[src/pkg/urxu_pkg.sv]
/*
  urxu_pkg: register offsets, field positions, reset values and codes
  shared by the receive-unload channel block and its fifo.
  assumes byte-addressed register accesses on a 9-bit offset.
*/
package urxu_pkg;
  // per-channel register offsets
  localparam logic [8:0] OFS_DATA = 9'h000;
  localparam logic [8:0] OFS_IER = 9'h001;
  localparam logic [8:0] OFS_ISR = 9'h002;
  localparam logic [8:0] OFS_LCR = 9'h003;
  localparam logic [8:0] OFS_MCR = 9'h004;
  localparam logic [8:0] OFS_LSR = 9'h005;
  localparam logic [8:0] OFS_MSR = 9'h006;
  localparam logic [8:0] OFS_SPR = 9'h007;
  localparam logic [8:0] OFS_FEATURE_CONTROL = 9'h008;
  localparam logic [8:0] OFS_EFR = 9'h009;
  localparam logic [8:0] OFS_TXLVL = 9'h00a;
  localparam logic [8:0] OFS_RXLVL = 9'h00b;
  localparam logic [8:0] OFS_FLOW_CHAR_STATUS = 9'h00c;
  localparam logic [8:0] OFS_RESUME_CHAR_ONE = 9'h010;
  localparam logic [8:0] OFS_RESUME_CHAR_TWO = 9'h011;
  localparam logic [8:0] OFS_PAUSE_CHAR_ONE = 9'h012;
  localparam logic [8:0] OFS_PAUSE_CHAR_TWO = 9'h013;
  // device-wide offsets
  localparam logic [8:0] OFS_GINT0 = 9'h080;
  localparam logic [8:0] OFS_GINT1 = 9'h081;
  localparam logic [8:0] OFS_GINT2 = 9'h082;
  localparam logic [8:0] OFS_GINT3 = 9'h083;
  localparam logic [8:0] OFS_DEVICE_IDENTIFICATION_D = 9'h08c;
  localparam logic [8:0] OFS_DEVICE_IDENTIFICATION_B = 9'h08d;
  localparam logic [8:0] OFS_SPECIAL = 9'h180;
  // field positions
  localparam int LCR_DLAB = 7;
  localparam int IER_RXDATA = 0;
  localparam int FCR_FIFO_EN = 0;
  localparam int MCR_DTR = 0;
  localparam int MCR_RTS = 1;
  localparam int LSR_DR = 0;
  localparam int LSR_THRE = 5;
  localparam int LSR_TEMT = 6;
  localparam int LSR_ERR = 7;
  // reset values
  localparam logic [7:0] RST_ZERO = 8'h00;
  localparam logic [7:0] RST_SPR = 8'hff;
  localparam logic [7:0] RST_ISR = 8'h01;
  localparam logic [7:0] RST_LSR = 8'h60;
  // interrupt status codes and limits
  localparam logic [7:0] ISR_NONE = 8'h01;
  localparam logic [7:0] ISR_RXDATA = 8'h04;
  localparam logic [7:0] TRIG_MAX = 8'h40;
  // fifo entry: data in [7:0], error flags in [11:8]
  localparam int ENTRY_W = 12;
  localparam int FIFO_DEPTH = 8;
endpackage

[src/hw/urxu_sync.sv]
/*
  urxu_sync: two-flop synchroniser for a group of pin levels.
  assumes the pins are static long enough to be seen; no reset so that
  pin levels are followed while the chip reset is still asserted.
*/
`timescale 1ns/100ps
`default_nettype none
module urxu_sync #(
  parameter int WIDTH = 5
) (
  // clock
  input wire logic i_clock,
  // pins in, levels out
  input wire logic [WIDTH-1:0] i_pins,
  output logic [WIDTH-1:0] o_levels
);
  typedef struct packed {
    logic [WIDTH-1:0] stage1;
    logic [WIDTH-1:0] stage2;
  } urxu_sync_t;

  urxu_sync_t s;
  urxu_sync_t next_s;

  // first stage feeds only the second
  always_comb begin
    next_s = s;
    next_s.stage1 = i_pins;
    next_s.stage2 = s.stage1;
  end

  always_ff @(posedge i_clock) begin
    s <= next_s;
  end

  assign o_levels = s.stage2;
endmodule // urxu_sync
`default_nettype wire

[src/hw/urxu_fifo.sv]
/*
  urxu_fifo: receive fifo with valid/ready on both sides and a level count.
  assumes one clock; depth a power of two.
*/
`timescale 1ns/100ps
`default_nettype none
module urxu_fifo #(
  parameter int WIDTH = 12,
  parameter int DEPTH = 8
) (
  // clock and reset
  input wire logic i_clock,
  input wire logic i_arst_n,
  // fill side
  input wire logic i_in_valid,
  output logic o_in_ready,
  input wire logic [WIDTH-1:0] i_in_data,
  // drain side
  output logic o_out_valid,
  input wire logic i_out_ready,
  output logic [WIDTH-1:0] o_out_data,
  output logic [$clog2(DEPTH):0] o_level
);
  localparam int AW = $clog2(DEPTH);

  // wrapping pointers only work for a power-of-two depth
  if (DEPTH < 2 || (1 << AW) != DEPTH) begin : g_depth_check
    $error("fifo depth must be a power of two");
  end

  typedef struct packed {
    logic [DEPTH-1:0][WIDTH-1:0] mem;
    logic [AW-1:0] wr_ptr;
    logic [AW-1:0] rd_ptr;
    logic [AW:0] level;
  } urxu_fifo_t;

  urxu_fifo_t s;
  urxu_fifo_t next_s;
  logic push;
  logic pop;

  // honest full and empty from the level count
  assign o_in_ready = (s.level != (AW+1)'(DEPTH));
  assign o_out_valid = (s.level != '0);
  assign push = i_in_valid && o_in_ready;
  assign pop = i_out_ready && o_out_valid;

  always_comb begin
    next_s = s;
    if (push) begin
      next_s.mem[s.wr_ptr] = i_in_data;
      next_s.wr_ptr = s.wr_ptr + 1'b1;
    end
    if (pop) begin
      next_s.rd_ptr = s.rd_ptr + 1'b1;
    end
    next_s.level = s.level + (AW+1)'(push) - (AW+1)'(pop);
  end

  always_ff @(posedge i_clock or negedge i_arst_n) begin
    if (!i_arst_n) begin
      s <= '0;
    end else begin
      s <= next_s;
    end
  end

  assign o_out_data = s.mem[s.rd_ptr];
  assign o_level = s.level;
endmodule // urxu_fifo
`default_nettype wire

[src/hw/urxu_channel.sv]
/*
  urxu_channel: one serial channel's register set with the receive unload
  path, device id and global interrupt words.
  assumes a byte register port with one-cycle read and write strobes from
  the bus target, and a receive deserializer on the same clock.
*/
// Contract
// - receive threshold write sets a level from zero to sixty-four.
// - receive interrupt raised once fifo level reaches the threshold and is above zero.
// - reset values: isr 01, lsr 60, scratch ff, others zero.
// - modem status change bits clear on reset, upper bits follow inputs.
// - transmit output idles high unless infrared enable pin is high.
// - rts and dtr high, eeprom clock, select, data low at reset.
// - after id read, combined reads stay ordered until another register access.
// - device id readable at 0x8d byte or 0x8c dword offset.
// - combined read returns one character with its line status byte.
// - global interrupt words at 0x080 and 0x081 show the channel's pending interrupt; 0x082 and 0x083 read zero.
// - channel interrupt status register shows the interrupt source.
`timescale 1ns/100ps
`default_nettype none
module urxu_channel #(
  parameter logic [7:0] DEVICE_ID = 8'h5a, // arbitrary value
  parameter int DEPTH = urxu_pkg::FIFO_DEPTH
) (
  // clock and reset
  input wire logic i_clock,
  input wire logic i_arst_n,
  // register port
  input wire logic [8:0] i_reg_addr,
  input wire logic i_reg_rd,
  input wire logic i_reg_wr,
  input wire logic [7:0] i_reg_wdata,
  output logic [15:0] o_reg_rdata,
  output logic o_reg_rvalid,
  // receive stream from the deserializer
  input wire logic i_rx_valid,
  input wire logic [7:0] i_rx_data,
  input wire logic [3:0] i_rx_error,
  output logic o_rx_ready,
  // modem and strap pins
  input wire logic i_cts_n,
  input wire logic i_dsr_n,
  input wire logic i_ri_n,
  input wire logic i_cd_n,
  input wire logic i_infrared_enable_pin,
  // serial, handshake, eeprom and unload-armed outputs
  output logic o_tx,
  output logic o_rts_n,
  output logic o_dtr_n,
  output logic o_eeprom_serial_clock,
  output logic o_eeprom_chip_select,
  output logic o_eeprom_serial_data_in,
  output logic o_unload_armed
);
  localparam int LW = $clog2(DEPTH) + 1;

  if (DEPTH > 64) begin : g_depth_check
    $error("receive fifo deeper than the level count can show");
  end

  typedef struct packed {
    logic [7:0] dll;
    logic [7:0] baud_divisor_high;
    logic [7:0] transmit_holding;
    logic [7:0] interrupt_enable;
    logic [7:0] fifo_control;
    logic [7:0] line_control;
    logic [7:0] modem_control;
    logic [7:0] scratch_pad;
    logic [7:0] feature_control;
    logic [7:0] enhanced_features;
    logic [7:0] tx_threshold;
    logic [7:0] rx_threshold;
    logic [7:0] resume_char_one;
    logic [7:0] resume_char_two;
    logic [7:0] pause_char_one;
    logic [7:0] pause_char_two;
    logic [3:0] msr_delta;
    logic [3:0] msr_prev;
    logic primed;
    logic armed;
    logic [15:0] rdata;
    logic rvalid;
    logic [2:0] eeprom;
  } urxu_channel_t;

  urxu_channel_t s;
  urxu_channel_t next_s;

  logic [4:0] pin_levels;
  logic [3:0] modem_levels;
  logic ir_level;
  logic fifo_valid;
  logic fifo_pop;
  logic [urxu_pkg::ENTRY_W-1:0] fifo_head;
  logic [LW-1:0] fifo_level;
  logic [7:0] rx_level;
  logic [7:0] line_status;
  logic [7:0] interrupt_status;
  logic rx_int;
  logic dlab;
  logic [15:0] rd_val;
  logic is_device_identification;
  logic is_special;

  // pins cross in through two flops
  urxu_sync #(.WIDTH(5)) u_sync (
    .i_clock(i_clock),
    .i_pins({i_infrared_enable_pin, i_cd_n, i_ri_n, i_dsr_n, i_cts_n}),
    .o_levels(pin_levels)
  );
  assign ir_level = pin_levels[4];
  assign modem_levels = ~pin_levels[3:0]; // cd, ri, dsr, cts as asserted

  // receive buffer; its ready stalls the deserializer
  urxu_fifo #(.WIDTH(urxu_pkg::ENTRY_W), .DEPTH(DEPTH)) u_fifo (
    .i_clock(i_clock),
    .i_arst_n(i_arst_n),
    .i_in_valid(i_rx_valid),
    .o_in_ready(o_rx_ready),
    .i_in_data({i_rx_error, i_rx_data}),
    .o_out_valid(fifo_valid),
    .i_out_ready(fifo_pop),
    .o_out_data(fifo_head),
    .o_level(fifo_level)
  );
  assign rx_level = 8'(fifo_level);

  // line status from the fifo head; empty fifo gives the reset value
  always_comb begin
    line_status = urxu_pkg::RST_LSR;
    line_status[urxu_pkg::LSR_DR] = fifo_valid;
    if (fifo_valid) begin
      line_status[4:1] = fifo_head[11:8];
      line_status[urxu_pkg::LSR_ERR] = |fifo_head[11:8];
    end
  end

  // receive interrupt once the level has climbed to the threshold and above zero
  assign rx_int = s.interrupt_enable[urxu_pkg::IER_RXDATA] && fifo_valid && (rx_level >= s.rx_threshold);
  always_comb begin
    interrupt_status = rx_int ? urxu_pkg::ISR_RXDATA : urxu_pkg::ISR_NONE;
    interrupt_status[7:6] = {2{s.fifo_control[urxu_pkg::FCR_FIFO_EN]}};
  end

  assign dlab = s.line_control[urxu_pkg::LCR_DLAB];
  assign is_device_identification = (i_reg_addr == urxu_pkg::OFS_DEVICE_IDENTIFICATION_B) || (i_reg_addr == urxu_pkg::OFS_DEVICE_IDENTIFICATION_D);
  assign is_special = (i_reg_addr == urxu_pkg::OFS_SPECIAL);
  // a pop on the combined register or plain holding register
  assign fifo_pop = i_reg_rd && fifo_valid && (is_special || (i_reg_addr == urxu_pkg::OFS_DATA && !dlab));

  // read multiplexer; write-only registers share offsets with counters
  always_comb begin
    rd_val = 16'h0000;
    case (i_reg_addr)
      urxu_pkg::OFS_DATA: rd_val[7:0] = dlab ? s.dll : fifo_head[7:0];
      urxu_pkg::OFS_IER: rd_val[7:0] = dlab ? s.baud_divisor_high : s.interrupt_enable;
      urxu_pkg::OFS_ISR: rd_val[7:0] = interrupt_status;
      urxu_pkg::OFS_LCR: rd_val[7:0] = s.line_control;
      urxu_pkg::OFS_MCR: rd_val[7:0] = s.modem_control;
      urxu_pkg::OFS_LSR: rd_val[7:0] = line_status;
      urxu_pkg::OFS_MSR: rd_val[7:0] = {modem_levels, s.msr_delta};
      urxu_pkg::OFS_SPR: rd_val[7:0] = s.scratch_pad;
      urxu_pkg::OFS_FEATURE_CONTROL: rd_val[7:0] = s.feature_control;
      urxu_pkg::OFS_EFR: rd_val[7:0] = s.enhanced_features;
      urxu_pkg::OFS_TXLVL: rd_val[7:0] = 8'h00; // no transmitter, always empty
      urxu_pkg::OFS_RXLVL: rd_val[7:0] = rx_level;
      urxu_pkg::OFS_RESUME_CHAR_ONE: rd_val[7:0] = s.resume_char_one;
      urxu_pkg::OFS_RESUME_CHAR_TWO: rd_val[7:0] = s.resume_char_two;
      urxu_pkg::OFS_PAUSE_CHAR_ONE: rd_val[7:0] = s.pause_char_one;
      urxu_pkg::OFS_PAUSE_CHAR_TWO: rd_val[7:0] = s.pause_char_two;
      urxu_pkg::OFS_GINT0: rd_val[7:0] = {7'h00, ~interrupt_status[0]};
      urxu_pkg::OFS_GINT1: rd_val[7:0] = {5'h00, interrupt_status[3:1]};
      urxu_pkg::OFS_DEVICE_IDENTIFICATION_B: rd_val[7:0] = DEVICE_ID;
      urxu_pkg::OFS_DEVICE_IDENTIFICATION_D: rd_val[7:0] = DEVICE_ID;
      urxu_pkg::OFS_SPECIAL: rd_val = {line_status, fifo_head[7:0]};
      default: rd_val = 16'h0000;
    endcase
  end

  // register writes, read side effects and modem change tracking
  always_comb begin
    next_s = s;
    next_s.rvalid = i_reg_rd;
    if (i_reg_rd) begin
      next_s.rdata = rd_val;
    end
    // id access arms ordered unloading; any access except the combined register disarms it
    if ((i_reg_rd || i_reg_wr) && is_device_identification) begin
      next_s.armed = 1'b1;
    end else if ((i_reg_rd || i_reg_wr) && !is_special) begin
      next_s.armed = 1'b0;
    end
    if (i_reg_wr) begin
      case (i_reg_addr)
        urxu_pkg::OFS_DATA: begin
          if (dlab) next_s.dll = i_reg_wdata;
          else next_s.transmit_holding = i_reg_wdata;
        end
        urxu_pkg::OFS_IER: begin
          if (dlab) next_s.baud_divisor_high = i_reg_wdata;
          else next_s.interrupt_enable = i_reg_wdata;
        end
        urxu_pkg::OFS_ISR: next_s.fifo_control = i_reg_wdata;
        urxu_pkg::OFS_LCR: next_s.line_control = i_reg_wdata;
        urxu_pkg::OFS_MCR: next_s.modem_control = i_reg_wdata;
        urxu_pkg::OFS_SPR: next_s.scratch_pad = i_reg_wdata;
        urxu_pkg::OFS_FEATURE_CONTROL: next_s.feature_control = i_reg_wdata;
        urxu_pkg::OFS_EFR: next_s.enhanced_features = i_reg_wdata;
        urxu_pkg::OFS_TXLVL: begin
          next_s.tx_threshold = (i_reg_wdata > urxu_pkg::TRIG_MAX) ? urxu_pkg::TRIG_MAX : i_reg_wdata;
        end
        urxu_pkg::OFS_RXLVL: begin
          // values above sixty-four saturate at sixty-four
          next_s.rx_threshold = (i_reg_wdata > urxu_pkg::TRIG_MAX) ? urxu_pkg::TRIG_MAX : i_reg_wdata;
        end
        urxu_pkg::OFS_RESUME_CHAR_ONE: next_s.resume_char_one = i_reg_wdata;
        urxu_pkg::OFS_RESUME_CHAR_TWO: next_s.resume_char_two = i_reg_wdata;
        urxu_pkg::OFS_PAUSE_CHAR_ONE: next_s.pause_char_one = i_reg_wdata;
        urxu_pkg::OFS_PAUSE_CHAR_TWO: next_s.pause_char_two = i_reg_wdata;
        default: next_s.pause_char_two = s.pause_char_two;
      endcase
    end
    // read clears change bits, a change in the same cycle still sets them
    if (i_reg_rd && i_reg_addr == urxu_pkg::OFS_MSR) begin
      next_s.msr_delta = 4'h0;
    end
    if (s.primed) begin
      next_s.msr_delta = next_s.msr_delta | ({modem_levels[3:1], modem_levels[0]} ^ s.msr_prev);
    end
    // first cycle after reset only learns the levels, no false change
    next_s.msr_prev = modem_levels;
    next_s.primed = 1'b1;
  end

  always_ff @(posedge i_clock or negedge i_arst_n) begin
    if (!i_arst_n) begin
      s <= '0;
      s.scratch_pad <= urxu_pkg::RST_SPR;
    end else begin
      s <= next_s;
    end
  end

  // outputs; tx follows the strap so it is right even during reset
  assign o_tx = ~ir_level;
  assign o_rts_n = ~s.modem_control[urxu_pkg::MCR_RTS];
  assign o_dtr_n = ~s.modem_control[urxu_pkg::MCR_DTR];
  assign o_eeprom_serial_clock = s.eeprom[0];
  assign o_eeprom_chip_select = s.eeprom[1];
  assign o_eeprom_serial_data_in = s.eeprom[2];
  assign o_reg_rdata = s.rdata;
  assign o_reg_rvalid = s.rvalid;
  assign o_unload_armed = s.armed;
endmodule // urxu_channel
`default_nettype wire

[config.mk]
export PLATFORM = sky130hd
export DESIGN_NAME = urxu_channel
export DESIGN_NICKNAME = d
export VERILOG_FILES = /design/src/pkg/urxu_pkg.sv /design/src/hw/urxu_sync.sv /design/src/hw/urxu_fifo.sv /design/src/hw/urxu_channel.sv
export SDC_FILE = /design/constraint.sdc
export NUM_CORES = 1
export LEC_CHECK = 0
export BUFFER_PORTS_ARGS = -buffer_cell sky130_fd_sc_hd__buf_4
export CORE_MARGIN = 2
export CORE_UTILIZATION = 55
export DETAILED_ROUTE_END_ITERATION = 8
export PLACE_DENSITY = 0.82
export SYNTH_ARGS = -nofsm -noshare
export SYNTH_HDL_FRONTEND = slang
export SYNTH_SLANG_ARGS = --single-unit
[constraint.sdc]
create_clock -name i_clock -period 2.5 [get_ports i_clock]
set_clock_uncertainty 0.2 [all_clocks]
set_input_delay 0.25 -clock i_clock [delete_from_list [all_inputs] [get_ports i_clock]]
set_output_delay 0.25 -clock i_clock [all_outputs]
set_load 0.03 [all_outputs]
==> metrics.cfg <==
[outcome]
status = finished, final reports clean

[final_layout]
fill_cells = 1520
layout.nets = 1058
n_antenna_cell = 0
drive_gt1_share_pct = 43.15
layout_common_cells = dfrtp_1, mux2_2, buf_4
areaGrowthSynthToFinish_pct = 20.20
final_common_cell = dfrtp_1

[worst_setup_path]
worstSetupPathType = reg -> reg
crit_path_cell_trace = inv_2 > ha_1 > or3b_4 > nand2_4 > nor2_2 > ha_1 > inv_1 > ha_2 > fa_2 > xor2_1
crit_buf_inv = 2
worst_path_dominant_cell_family = adder cells
crit_path_max_fanout = 3
setup.worst_path.start_class = flop
path_depth = 10
ff2ff_path_depth = 10
crit_slowest_cell = or3b_4
cpMostUsedCell = ha_1
cp.required_ns = 2.72
crit_arrival_ns = 2.66
end_kind = flop
critical_path.max_stage_delay_ns = 0.40

[hold_path]
hp-class = in -> reg
hold_path_depth = 5

[timing]
rsz0062_at_grt = false
setup_violations = 0
hold_ws_ns = 0.06209
fin_crit_ns = 2.443
fmax_mhz = 409.4
finalCritPeriodShare_pct = 97.70
hold_violations = 0
setup_tns_ns = 0
tightest_slew_ns = 0.6789
slew_headroom_pct = 54.74
drv_slew = 0

[clock_tree]
htree_levels = 1
worstSkewPairLatency_ns = 0.54
clk_transition_reported_paths_ns = 0.06
cts.sinks = 247
cts_setup_buffers = 0
cts_tree = yes
clk_path_buf_depth = 3
cts_root_buf = clkbuf_16
numCtsBuffers = 26

[route]
drt-total-wl_mm = 30.34
dr_wl_met3_mm = 2.154
drtIter0Drc = 621
final_antenna_net_count = 0
avgViaCountPerCell = 6.248
highest_layer = met4
wl_met2_mm = 14.61
drc = 0
wl_met1_mm = 12.17
vias = 8104
drtPass1Iterations = 5
wl_per_cell_um = 23.39

[power]
p_leak_uw = 0.006294
clkPwrFrac_pct = 31.3
irDropWorstVdd_mv = 0.6973
sw_frac_of_total_pct = 27.20
powerDensity_nw_per_um2 = 841.1
internal_power_uw = 8613
seqPwrFrac_pct = 45.9
power.total_uw = 11830
p_switching_uw = 3217
pwr-share-comb_pct = 22.7

[synthesis]
synth-edff-count = 0
syn_avg_cell_area_um2 = 13.31
synth-seq-area-share_pct = 52.48
netlist_area_um2 = 11700
synth.distinct_cells = 73
synth-main-ff-cell = dfrtp_1
yosys_warnings = 0
synth_async_sr_flop_share_pct = 95.95
synth-seq-cells = 247
netlist_instances = 879

[flow_run]
drv_cap = 0

[global_route]
grt_pass1_wl_mm = 48.24
grt_max_degree = 80
grt_pass1_vias = 8603
antenna_found_initial = 1
overflow = 0
track_usage_pct = 28.12

[placed_design]
place_congestion = 0.9975
port_buffers = 60
dp_hpwl_mm = 20.22

[floorplanning]
die-area_um2 = 22460
initial_core_util_pct = 55.84
io-pin-count = 64
fp.coreArea_um2 = 20960
die_h_um = 149.9
rows = 53
dieWidth_um = 149.9

## cells in the mapped netlist (all sizes together) (3+ instances only)
library cell / count / area (um2)
dfrtp: 229 / 5731
mux2: 205 / 2308
buf: 43 / 257.8
nand2: 40 / 155.1
clkbuf: 27 / 101.4
mux2i: 25 / 250.2
mux4: 24 / 540.5
nor2: 24 / 90.09
inv: 18 / 67.56
a22o: 15 / 131.4
nor4: 14 / 142.6
nand3: 13 / 77.58
ha: 12 / 150.1
and3: 11 / 68.82
a32oi: 10 / 87.58
dfxtp: 10 / 200.2
nor3: 10 / 60.06
o21ai: 10 / 50.05
nor2b: 9 / 56.30
a21oi: 8 / 40.04
dfstp: 8 / 210.2
nand4: 8 / 50.05
xnor2: 7 / 61.31
nand2b: 6 / 37.54
a2111oi: 5 / 43.79
a22oi: 5 / 37.54
and3b: 5 / 43.79
nor4b: 5 / 43.79
or4: 5 / 37.54
a221oi: 4 / 35.03
a222oi: 4 / 40.04
and2: 4 / 25.02
nand3b: 4 / 30.03
o2bb2ai: 4 / 35.03
o211ai: 3 / 22.52
xor2: 3 / 26.28
## flip-flops by register name, indices dropped and copies added, names as in the netlist
| register | flops |
|---|---|
| o_reg_rdata | 15 |
| o_unload_armed | 1 |
| s | 112 |
| u_fifo.o_level | 4 |
| u_sync.o_levels | 5 |
| u_sync.next_s | 5 |
| interrupt_status | 1 |
| o_reg_rvalid | 1 |
| u_fifo.s | 102 |
| dlab | 1 |
## metal layers
metal	up-vias	track usage, %
li1	3503	-
met1	4132	37.14
met2	360	45.80
met3	109	4.939
met4	0	12.45
met5	-	0
## worst reg2reg max path: stages (launching register included)
cell     delay, ns
dfrtp_1       0.38
inv_2         0.08
ha_1          0.14
or3b_4        0.40
nand2_4       0.07
nor2_2        0.05
ha_1          0.26
inv_1         0.04
ha_2          0.19
fa_2          0.36
xor2_1        0.17
## power groups by stage
stage | Combinational (uW) | Clock (uW) | Sequential (uW)
after floorplan | 1860 | 0 | 5260
after global placement | 2500 | 0 | 5400
after detailed placement | 2610 | 0 | 5480
after CTS | 2670 | 3760 | 5430
after global routing | 2900 | 3940 | 5530
final | 2690 | 3700 | 5440
## layout make-up
type                       count  area (um2)  area share (%)
multi-input combinational    544        5201           36.98
tap                          275       344.1           2.446
timing repair buffer         167        1486           10.57
clock inverter                 8       78.83          0.5604
clock buffer                  36       738.2           5.249
inverter                      20       75.07          0.5338
sequential                   247        6141           43.66
## repair_timing
item | CTS | global route
setup endpoints to repair | 0 | 5
hold buffers | 30 | 0
endpoints found under the hold margin | 304 | 0
gates resized for setup | 0 | 8
## per-stage QoR
| stage | instances | area [um2] | setup WS (ns) | util, % |
|---|---|---|---|---|
| floorplan | 881 | 11740 | 0.005822 | - |
| global placement | 1223 | 12920 | 0.06187 | 61.66 |
| detailed placement | 1223 | 12920 | 0.02914 | 61.66 |
| CTS | 1297 | 14040 | 0.01580 | 66.99 |
| global route | 1297 | 14060 | 0.003879 | 67.12 |
| finish | 1297 | 14060 | 0.05746 | 67.12 |
## path summary, 6_finish.rpt
check                             startpoint                  to  slack (ns)
setup / recovery           u_fifo.o_level[2]   u_fifo.o_level[2]        0.06
hold / removal                 i_reg_addr[3]      o_reg_rdata[1]        0.06
setup reg to reg           u_fifo.o_level[2]   u_fifo.o_level[2]        0.06
hold reg to reg             u_sync.next_s[2]  u_sync.o_levels[2]        0.13
max in group asynchronous           i_arst_n        u_fifo.s[89]        1.29
min in group asynchronous           i_arst_n               s[86]        0.08
## cell families after synthesis
kind of cell               after synthesis  share of synthesized area (%)
muxes                                  254                          26.49
xor gates and xnor gates                10                         0.7486
and+or+nand+nor                        168                          8.501
other                                    2                        0.06418
buffers and inverters                   90                          3.710
adders and majority gates               13                          1.454
AOI/OAI and AO/OA                       95                          6.555
DFF                                    247                          52.48
Note: power is estimated with default switching activity, not from simulation.
